### config.mk
export PLATFORM = sky130hd
export DESIGN_NAME = plm_mgmt_port
export DESIGN_NICKNAME = d
export VERILOG_FILES = /design/src/shared/plm_pkg.sv /design/src/core/plm_mgmt_port.sv
export VERILOG_INCLUDE_DIRS = /design/src /design/src/shared
export SDC_FILE = /design/constraint.sdc
export NUM_CORES = 1
export LEC_CHECK = 0
export BUFFER_PORTS_ARGS = -buffer_cell sky130_fd_sc_hd__buf_4
export CORE_MARGIN = 8
export CORE_UTILIZATION = 40
export DETAILED_ROUTE_END_ITERATION = 16
export PLACE_DENSITY = 0.63
export SYNTH_ARGS = -nofsm -noshare
export SYNTH_HDL_FRONTEND = slang
export SYNTH_SLANG_ARGS = --single-unit
export TNS_END_PERCENT = 100
### constraint.sdc
create_clock -name clk -period 5.6 [get_ports clk]
set_input_delay 0.84 -clock clk [delete_from_list [all_inputs] [get_ports clk]]
set_output_delay 0.84 -clock clk [all_outputs]
set_load 0.05 [all_outputs]
### src/shared/plm_cfg.svh
// register map, field positions, reset values and timing counts of the management port
`ifndef PLM_CFG_SVH
`define PLM_CFG_SVH
`define PLM_OFS_REQ    12'h000
`define PLM_OFS_RES    12'h004
`define PLM_OFS_PARAM  12'h008
`define PLM_OFS_CHAN   12'h00c
`define PLM_OFS_ISTAT  12'h010
`define PLM_OFS_IMASK  12'h014
`define PLM_OFS_EVENT  12'h018
`define PLM_RST_DUPLEX 1'h0
`define PLM_RST_LOOP   2'h0
`define PLM_RST_EXT    3'h0
`define PLM_RST_PREF   4'h0
`define PLM_RST_CHEN   8'hff
`define PLM_RST_TXOUT  1'h1
`define PLM_RST_RXSRC  1'h0
`define PLM_RST_ALOOP  1'h0
`define PLM_MAX_LOOP   4'h2
`define PLM_MAX_EXT    4'h7
`define PLM_MAX_PREF   4'h8
`define PLM_IRQ_DONE   0
`define PLM_IRQ_TERM   1
`define PLM_IRQ_LINE   2
`define PLM_SEQ_CYC    16
`define PLM_BASIC_PRE  2
`define PLM_BASIC_GAP  2
`endif

### src/shared/plm_pkg.sv
// types of the management port: states, operations, result codes, transmit phases
package plm_pkg;
    typedef enum logic [1:0] {
        ST_IDLE = 2'b00,
        ST_EXEC = 2'b01,
        ST_DONE = 2'b10
    } plm_state_t;
    typedef enum logic [1:0] {
        OP_RESET = 2'b00,
        OP_SET   = 2'b01,
        OP_GET   = 2'b10,
        OP_BAD   = 2'b11
    } plm_op_t;
    typedef enum logic [1:0] {
        RC_NONE = 2'b00,
        RC_OK   = 2'b01,
        RC_FAIL = 2'b10,
        RC_INV  = 2'b11
    } plm_rc_t;
    typedef enum logic [2:0] {
        TX_IDLE  = 3'b000,
        TX_PREX  = 3'b001,
        TX_PRE   = 3'b010,
        TX_DATA  = 3'b011,
        TX_GAP   = 3'b100
    } plm_txph_t;
endpackage

### src/core/plm_mgmt_port.sv
// management port of a physical-layer entity with apb registers and transmit sequencer
// Behaviour
// [RULE1] reset: no extensions, full duplex, channels enabled
// [RULE2] preamble extension sent before basic preamble
// [RULE3] silent for basic gap plus extension
// [RULE4] one set confirmation after update completes
// [RULE5] client names one defined parameter per read
// [RULE6] read answers failure or in-range value
// [RULE7] faults raise unsolicited events naming item
// [RULE8] management reset equals power-on, then confirms
// [RULE9] reset and events always present
// [RULE10] reset: transmitter on, primary source, loop off
// [RULE11] reset status: ok, failure or invalid; the code reports ok or invalid only, never failure
// [RULE12] set loads each named variable, then confirms
// [RULE13] extensions count zero to seven, zero default
// [RULE14] eight channel enables, preferred none or 1-8
// [RULE15] one to three pairs, status per pair
// [RULE16] client keeps one request outstanding
// [RULE17] bad name or value fails, nothing changes
//
// Decided for this implementation: the register addresses and the APB interface to the registers.
`timescale 1ns/1ps
`default_nettype none
`include "plm_cfg.svh"
module plm_mgmt_port #(
    parameter int SEQ_CYC   = `PLM_SEQ_CYC,
    parameter int BASIC_PRE = `PLM_BASIC_PRE,
    parameter int BASIC_GAP = `PLM_BASIC_GAP
) (
    input  wire logic        clk,
    input  wire logic        rst_n,
    input  wire logic        psel,
    input  wire logic        penable,
    input  wire logic        pwrite,
    input  wire logic [11:0] paddr,
    input  wire logic [31:0] pwdata,
    output logic      [31:0] prdata,
    output logic             pready,
    output logic             pslverr,
    input  wire logic        term_fault_pin,
    input  wire logic        line_fault_pin,
    input  wire logic        tx_start,
    input  wire logic        tx_stop,
    output logic      [2:0]  tx_phase,
    output logic             half_duplex,
    output logic      [1:0]  loop_mode,
    output logic      [7:0]  tx_ch_en,
    output logic      [7:0]  rx_ch_en,
    output logic      [3:0]  pref_rx_ch,
    output logic             tx_out_en,
    output logic             rx_src_alt,
    output logic             int_loop,
    output logic             mgmt_busy,
    output logic             irq
);
    //----------------------------------------------------------------
    // state
    //----------------------------------------------------------------
    plm_pkg::plm_state_t st_r;
    plm_pkg::plm_txph_t  ph_r;
    logic [31:0] prdata_r;
    logic [27:0] req_r;
    logic [11:0] val_r;
    logic [7:0]  txen_r, rxen_r, div_r;
    logic [5:0]  stat_r;
    logic [4:0]  seq_r;
    logic [3:0]  pref_r;
    logic [2:0]  istat_r, imask_r, pre_r, gap_r, tsy_r, lsy_r;
    logic [1:0]  idx_r, evt_r, loop_r;
    logic        done_r, dup_r, txo_r, rxs_r, alp_r, tog_r, tflt_r, lflt_r;
    logic        pready_r, pslverr_r, irq_r;
    //----------------------------------------------------------------
    // apb decode
    //----------------------------------------------------------------
    wire acc_w   = psel & penable & ~pready_r;
    wire wr_w    = acc_w & pwrite;
    wire hit_req = (paddr == `PLM_OFS_REQ);
    wire hit_res = (paddr == `PLM_OFS_RES);
    wire hit_par = (paddr == `PLM_OFS_PARAM);
    wire hit_chn = (paddr == `PLM_OFS_CHAN);
    wire hit_ist = (paddr == `PLM_OFS_ISTAT);
    wire hit_imk = (paddr == `PLM_OFS_IMASK);
    wire hit_evt = (paddr == `PLM_OFS_EVENT);
    wire mapped  = hit_req | hit_res | hit_par | hit_chn | hit_ist | hit_imk | hit_evt;
    // a request while one is pending is refused with an error
    wire req_go  = wr_w & hit_req & (st_r == plm_pkg::ST_IDLE); // RULE16
    wire req_bsy = wr_w & hit_req & (st_r != plm_pkg::ST_IDLE);
    wire [31:0] par_w = {12'h000, alp_r, 1'b0, rxs_r, txo_r, pref_r, 1'b0, gap_r,
                         1'b0, pre_r, 1'b0, loop_r, dup_r};
    wire [31:0] res_w = {4'h0, req_r[1:0], mgmt_busy, done_r, 4'h0, val_r, 2'h0, stat_r};
    wire [31:0] rd_w  = hit_req ? {4'h0, req_r} :
                        hit_res ? res_w :
                        hit_par ? par_w :
                        hit_chn ? {16'h0000, rxen_r, txen_r} :
                        hit_ist ? {29'h0, istat_r} :
                        hit_imk ? {29'h0, imask_r} :
                        hit_evt ? {30'h0, evt_r} : 32'h0000_0000;

    // answer one cycle into the access phase
    always_ff @(posedge clk or negedge rst_n) begin
        if (!rst_n) begin
            pready_r  <= 1'b0;
            pslverr_r <= 1'b0;
            prdata_r  <= 32'h0000_0000;
        end else begin
            pready_r  <= acc_w;
            pslverr_r <= acc_w & (~mapped | req_bsy);
            prdata_r  <= (acc_w & ~pwrite) ? rd_w : 32'h0000_0000;
        end
    end

    //----------------------------------------------------------------
    // request slot decode and checks
    //----------------------------------------------------------------
    plm_pkg::plm_op_t op_w;
    assign op_w = plm_pkg::plm_op_t'(req_r[1:0]);
    wire [1:0] cnt_w  = req_r[3:2];
    wire [7:0] slot_w = (idx_r == 2'h0) ? req_r[11:4] :
                        (idx_r == 2'h1) ? req_r[19:12] : req_r[27:20];
    wire [3:0] var_w  = slot_w[3:0];
    wire [3:0] nv_w   = slot_w[7:4];
    // every value is checked against the range of its variable, one nibble per variable
    wire known_w = (var_w <= 4'hb); // RULE5
    wire [63:0] max_w = {16'h0000, 16'hffff, 4'h1, 4'h2, 4'h1, `PLM_MAX_PREF,
                         `PLM_MAX_EXT, `PLM_MAX_EXT, `PLM_MAX_LOOP, 4'h1};
    wire ok_w = known_w & (nv_w <= max_w[{var_w, 2'b00} +: 4]); // RULE13 RULE14 RULE17
    wire [63:0] all_w = {16'h0000, rxen_r, txen_r, 3'h0, alp_r, 3'h0, rxs_r, 3'h0, txo_r,
                         pref_r, 1'h0, gap_r, 1'h0, pre_r, 2'h0, loop_r, 3'h0, dup_r};
    wire [3:0] cur_w = all_w[{var_w, 2'b00} +: 4]; // RULE6
    wire in_exec = (st_r == plm_pkg::ST_EXEC);
    wire bad_hdr = (op_w == plm_pkg::OP_BAD) |
                   ((op_w == plm_pkg::OP_RESET) & (cnt_w != 2'h0)) |
                   ((op_w != plm_pkg::OP_RESET) & (cnt_w == 2'h0)); // RULE11 RULE15
    wire do_rst  = in_exec & ~bad_hdr & (op_w == plm_pkg::OP_RESET); // RULE8
    wire do_set  = in_exec & ~bad_hdr & (op_w == plm_pkg::OP_SET) & ok_w; // RULE12
    wire do_get  = in_exec & ~bad_hdr & (op_w == plm_pkg::OP_GET);
    wire last_w  = bad_hdr | (op_w == plm_pkg::OP_RESET) | (idx_r == cnt_w - 2'h1);
    wire [1:0] rc_w = bad_hdr ? plm_pkg::RC_INV :
                      (op_w == plm_pkg::OP_RESET) ? plm_pkg::RC_OK :
                      (op_w == plm_pkg::OP_SET) ? (ok_w ? plm_pkg::RC_OK : plm_pkg::RC_FAIL) :
                      (known_w ? plm_pkg::RC_OK : plm_pkg::RC_FAIL);
    wire [5:0] rcm_w = {4'h0, rc_w} << {idx_r, 1'b0};
    wire [11:0] vm_w = {8'h00, (do_get & known_w) ? cur_w : 4'h0} << {idx_r, 2'b00};

    //----------------------------------------------------------------
    // request sequencer: one slot per cycle, confirm after last
    //----------------------------------------------------------------
    always_ff @(posedge clk or negedge rst_n) begin
        if (!rst_n) begin
            st_r   <= plm_pkg::ST_IDLE;
            req_r  <= 28'h0;
            idx_r  <= 2'h0;
            stat_r <= 6'h00;
            val_r  <= 12'h000;
            done_r <= 1'b0;
        end else begin
            case (st_r)
                plm_pkg::ST_IDLE: begin
                    if (req_go) begin
                        st_r   <= plm_pkg::ST_EXEC;
                        req_r  <= pwdata[27:0];
                        idx_r  <= 2'h0;
                        stat_r <= 6'h00;
                        val_r  <= 12'h000;
                        done_r <= 1'b0;
                    end
                end
                plm_pkg::ST_EXEC: begin
                    stat_r <= stat_r | rcm_w; // RULE15
                    val_r  <= val_r | vm_w;
                    idx_r  <= idx_r + 2'h1;
                    if (last_w) begin
                        st_r <= plm_pkg::ST_DONE;
                    end
                end
                plm_pkg::ST_DONE: begin
                    done_r <= 1'b1; // RULE4
                    st_r   <= plm_pkg::ST_IDLE;
                end
                default: st_r <= plm_pkg::ST_IDLE;
            endcase
        end
    end

    //----------------------------------------------------------------
    // operating parameters
    //----------------------------------------------------------------
    always_ff @(posedge clk or negedge rst_n) begin
        if (!rst_n) begin
            dup_r  <= `PLM_RST_DUPLEX;
            loop_r <= `PLM_RST_LOOP;
            pre_r  <= `PLM_RST_EXT;
            gap_r  <= `PLM_RST_EXT;
            pref_r <= `PLM_RST_PREF;
            txen_r <= `PLM_RST_CHEN;
            rxen_r <= `PLM_RST_CHEN;
            txo_r  <= `PLM_RST_TXOUT;
            rxs_r  <= `PLM_RST_RXSRC;
            alp_r  <= `PLM_RST_ALOOP;
        end else if (do_rst) begin // RULE1 RULE8 RULE10
            dup_r  <= `PLM_RST_DUPLEX;
            loop_r <= `PLM_RST_LOOP;
            pre_r  <= `PLM_RST_EXT;
            gap_r  <= `PLM_RST_EXT;
            pref_r <= `PLM_RST_PREF;
            txen_r <= `PLM_RST_CHEN;
            rxen_r <= `PLM_RST_CHEN;
            txo_r  <= `PLM_RST_TXOUT;
            rxs_r  <= `PLM_RST_RXSRC;
            alp_r  <= `PLM_RST_ALOOP;
        end else if (do_set) begin
            case (var_w)
                4'h0: dup_r  <= nv_w[0];
                4'h1: loop_r <= nv_w[1:0];
                4'h2: pre_r  <= nv_w[2:0];
                4'h3: gap_r  <= nv_w[2:0];
                4'h4: pref_r <= nv_w;
                4'h5: txo_r  <= nv_w[0];
                4'h6: rxs_r  <= nv_w[1] ? tog_r : nv_w[0]; // random resolves to a or b
                4'h7: alp_r  <= nv_w[0];
                4'h8: txen_r[3:0] <= nv_w;
                4'h9: txen_r[7:4] <= nv_w;
                4'ha: rxen_r[3:0] <= nv_w;
                4'hb: rxen_r[7:4] <= nv_w;
                default: dup_r <= dup_r;
            endcase
        end
    end

    //----------------------------------------------------------------
    // fault pins: three-stage sync, change once stages two and three agree
    //----------------------------------------------------------------
    wire t_rise = (tsy_r[1] == tsy_r[2]) & tsy_r[2] & ~tflt_r;
    wire l_rise = (lsy_r[1] == lsy_r[2]) & lsy_r[2] & ~lflt_r;
    always_ff @(posedge clk or negedge rst_n) begin
        if (!rst_n) begin
            tsy_r  <= 3'h0;
            lsy_r  <= 3'h0;
            tflt_r <= 1'b0;
            lflt_r <= 1'b0;
            tog_r  <= 1'b0;
        end else begin
            tsy_r  <= {tsy_r[1:0], term_fault_pin};
            lsy_r  <= {lsy_r[1:0], line_fault_pin};
            tflt_r <= (tsy_r[1] == tsy_r[2]) ? tsy_r[2] : tflt_r;
            lflt_r <= (lsy_r[1] == lsy_r[2]) ? lsy_r[2] : lflt_r;
            tog_r  <= ~tog_r;
        end
    end

    //----------------------------------------------------------------
    // interrupt status (write one to clear, set wins) and mask
    //----------------------------------------------------------------
    wire [2:0] iset_w = {l_rise, t_rise, (st_r == plm_pkg::ST_DONE)}; // RULE7 RULE9
    wire [2:0] iclr_w = (wr_w & hit_ist) ? pwdata[2:0] : 3'h0;
    always_ff @(posedge clk or negedge rst_n) begin
        if (!rst_n) begin
            istat_r <= 3'h0;
            imask_r <= 3'h0;
            evt_r   <= 2'h0;
            irq_r   <= 1'b0;
        end else begin
            istat_r <= (istat_r & ~iclr_w) | iset_w;
            imask_r <= (wr_w & hit_imk) ? pwdata[2:0] : imask_r;
            evt_r   <= l_rise ? 2'h2 : (t_rise ? 2'h1 : evt_r); // RULE7
            irq_r   <= |(((istat_r & ~iclr_w) | iset_w) & imask_r);
        end
    end

    //----------------------------------------------------------------
    // transmit sequencer: extension, basic preamble, data, gap
    //----------------------------------------------------------------
    wire tick_w = (div_r == 8'(SEQ_CYC - 1));
    wire seq_end = tick_w & (seq_r == 5'h1);
    always_ff @(posedge clk or negedge rst_n) begin
        if (!rst_n) begin
            ph_r  <= plm_pkg::TX_IDLE;
            div_r <= 8'h00;
            seq_r <= 5'h00;
        end else if (do_rst) begin
            ph_r  <= plm_pkg::TX_IDLE;
            div_r <= 8'h00;
            seq_r <= 5'h00;
        end else begin
            div_r <= (tick_w | (ph_r == plm_pkg::TX_IDLE)) ? 8'h00 : div_r + 8'h01;
            seq_r <= tick_w ? seq_r - 5'h01 : seq_r;
            case (ph_r)
                plm_pkg::TX_IDLE: begin
                    if (tx_start) begin
                        ph_r  <= (pre_r != 3'h0) ? plm_pkg::TX_PREX : plm_pkg::TX_PRE;
                        seq_r <= (pre_r != 3'h0) ? {2'h0, pre_r} : 5'(BASIC_PRE); // RULE2
                    end
                end
                plm_pkg::TX_PREX: begin
                    if (seq_end) begin
                        ph_r  <= plm_pkg::TX_PRE; // RULE2
                        seq_r <= 5'(BASIC_PRE);
                    end
                end
                plm_pkg::TX_PRE: begin
                    if (seq_end) begin
                        ph_r <= plm_pkg::TX_DATA;
                    end
                end
                plm_pkg::TX_DATA: begin
                    if (tx_stop) begin
                        ph_r  <= plm_pkg::TX_GAP;
                        div_r <= 8'h00;
                        seq_r <= 5'(BASIC_GAP) + {2'h0, gap_r}; // RULE3
                    end
                end
                plm_pkg::TX_GAP: begin
                    if (seq_end) begin
                        ph_r <= plm_pkg::TX_IDLE;
                    end
                end
                default: ph_r <= plm_pkg::TX_IDLE;
            endcase
        end
    end

    //----------------------------------------------------------------
    // outputs
    //----------------------------------------------------------------
    assign prdata      = prdata_r;
    assign pready      = pready_r;
    assign pslverr     = pslverr_r;
    assign tx_phase    = ph_r;
    assign half_duplex = dup_r;
    assign loop_mode   = loop_r;
    assign tx_ch_en    = txen_r;
    assign rx_ch_en    = rxen_r;
    assign pref_rx_ch  = pref_r;
    assign tx_out_en   = txo_r;
    assign rx_src_alt  = rxs_r;
    assign int_loop    = alp_r;
    assign mgmt_busy   = (st_r != plm_pkg::ST_IDLE);
    assign irq         = irq_r;
endmodule // plm_mgmt_port
`default_nettype wire

==> reports/results.txt <==
Antenna Nets Post-Route = 0
Final Slew Violations = 0
# rows = 50
Max_cap viols = 0
Crit path max fanout = 25
Yosys top cell area share = 0.429
First-pass GRT wire length = 34200 um
Pwr/cell area = 280 nW/um^2
RSZ-0062 raised after global routing = no
Final Setup Violations = 0
Most frequent cell after synthesis = dfrtp_1
Vias in the first global route = 6173
Worst endpoint required time = 5900 ps
Syn_area_per_cell = 11.0 um^2
Hold Path Class = reg2reg
Final hold slack = 346 ps
Largest net degree at the start of global routing = 104
Ratio of cells with drive above 1 in the final layout = 0.317
CP max-delay cell = ha_1
Final period util = 0.824
Die W = 154 um
Final hold vios = 0
Post-synth top cells = dfrtp_1 (130), nor2_1 (67), mux2_2 (61), nand2_1 (59), mux2i_1 (46)
Slowest stage delay, CP = 780 ps
Synthesized area = 7590 um^2
Cts hold-fix bufs = 0
IO Count = 118
Syn. warnings = 0
Max_slew headroom = 0.300
Maximum clock rate = 0.217 GHz
H-tree level count = 4
Post-route cell area = 9110 um^2
Status = finished, final reports clean
Main synth FF type = dfrtp_1
Die height = 154 um
First-pass detailed-route iteration total = 5
Die area = 23600 um^2
Delay-heaviest family, CP = adder cells
Initial antenna violation count = 0
Worst IR Drop VDD = 204 uV
Drc violations = 0
Post-synthesis sequential area ratio = 0.488
Crit path buf inv count = 2
Num CTS Buffers = 17
Post-CTS Setup Repair Bufs = 0
Deepest clock path buffer count = 2
Post-CTS Resized = 0
Most frequent CP cell = ha_1
R2R setup slack = 990 ps
CP Capture Type = register
Area Overhead vs Synth = 20.1%
Worst slew pin tran = 1050 ps
Power Total = 2.55 mW
Gate Count Post-Synth = 689
Drt initial violations = 494
Core box area = 18600 um^2
Post-placement cell area = 8520 um^2
N_diodes = 0
Routability congestion estimate = 0.870
DR WL/cell = 21.0 um
Sink Count = 147
Initial Util = 0.407
Routed WL = 21500 um
Worst Setup Start Kind = register
Leakage = 4.02 nW
Final #Nets = 847
Fillers = 1699
Final worst clock skew = 7.25 ps
CTS tree = yes
Shortest period the worst path allows = 4610 ps
Crit path cell chain = inv_1 > ha_1 > nand2b_1 > o21a_1 > nor4_4 > nor2_1 > ha_1 > and4_1 > a21oi_1 > buf_4 > nor3_1 > a31oi_1 > mux2_2
DP HPWL = 15800 um
Reg clk slew, reported paths = 60 ps
EDFF count, synth = 0
Synth area leader = dfrtp_1
WS Path Type = reg2reg
Async SR Flop Fraction = 1.00
Largest cells by area after synthesis = dfrtp_1 (43%), mux2_2 (9.1%), mux2i_1 (6.1%), dfstp_2 (5.9%), nor2_1 (3.3%)
Worst Path Arrival = 4910 ps
PortBufs = 109
Setup TNS = 0 ps
#FFs+latches synth = 147
Vias = 5811
Worst-Skew Late Latency = 420 ps
Post-synth cell types = 72
Vias/cell = 5.65
Root buf cell = clkbuf_16
Total GRT Usage = 0.184
Grt total ovfl = 0
## metal layers
metal / track usage / part of all wire / wire, um / vias to the layer above
met2: 0.297 / 0.49 / 10500 / 192
met3: 0.0429 / 0.053 / 1140 / 29
met5: 0 / 0 / 0 / -
met1: 0.236 / 0.44 / 9430 / 2911
li1: - / - / - / 2679
met4: 0.0719 / 0.023 / 506 / 0
## cell families after synthesis
logic type               synth area share
adder cells (fa/ha/maj)            0.0214
flip-flops                          0.488
AO/OA/AOI/OAI                       0.113
buffers and inverters              0.0399
multiplexers                        0.165
AND/OR/NAND/NOR                     0.156
other                            0.000494
XOR/XNOR                           0.0162
## flip-flops by register name (all words and copies together) (netlist names), 4 cells and up
register,cells
div_r,8
prdata,28
pref_rx_ch,4
req_r,28
rx_ch_en,8
seq_r,5
stat_r,6
tx_ch_en,8
val_r,12
## where the power goes
group	internal, mW	switching (mW)
registers	1.11	0.0484
logic	0.116	0.147
clock network	0.682	0.444
total	1.91	0.639
## per-stage QoR
stage / std cells / setup WS, ps / utilization
finish: 1028 / 987 / 0.489
CTS: 1028 / 1060 / 0.489
global placement: 996 / 1160 / 0.457
floorplan: 692 / 1700 / -
detailed placement: 996 / 1080 / 0.457
global route: 1028 / 665 / 0.489
## area by class of cell
cell class	count	area [um^2]	area share
Clock inverter	11	128	0.0140
Clock buffer	21	460	0.0505
Sequential cell	147	3700	0.406
Tap cell	234	293	0.0321
Timing Repair Buffer	114	860	0.0943
Inverter	19	71.3	0.00783
Multi-Input combinational cell	482	3600	0.395
## layout by cell type, fill, tap and decap left out, drive strengths merged, types with 8 or more instances in the layout
cell type and n:
inv 21, nand2 62, a21oi 12, nor3 15, a222oi 10, dfstp 17
buf 114, nand3 14, clkbuf 21, dfrtp 130, nor4 13, and2 8
a22oi 8, mux2 64, mux2i 47, ha 13, xnor2 9, o21ai 27
nor2 69
## worst register-to-register path, cell delays in order (launching register included)
cell and delay (ps):
dfrtp_1 490, inv_1 150, ha_1 780, nand2b_1 300
o21a_1 370, nor4_4 310, nor2_1 100, ha_1 310
and4_1 190, a21oi_1 290, buf_4 300, nor3_1 120
a31oi_1 380, mux2_2 390
## path summary, 6_finish.rpt
kind | end | depth (start not counted) | startpoint
min in group asynchronous | div_r[7] | 1 | rst_n
max in group asynchronous | half_duplex | 2 | rst_n
worst max-delay path | gap_r[1] | 13 | idx_r[0]
worst max register to register | gap_r[1] | 13 | idx_r[0]
worst min-delay path | tsy_r[1] | 0 | tsy_r[0]
worst min register to register | tsy_r[1] | 0 | tsy_r[0]
No activity file was read; power rests on OpenSTA's default activity.
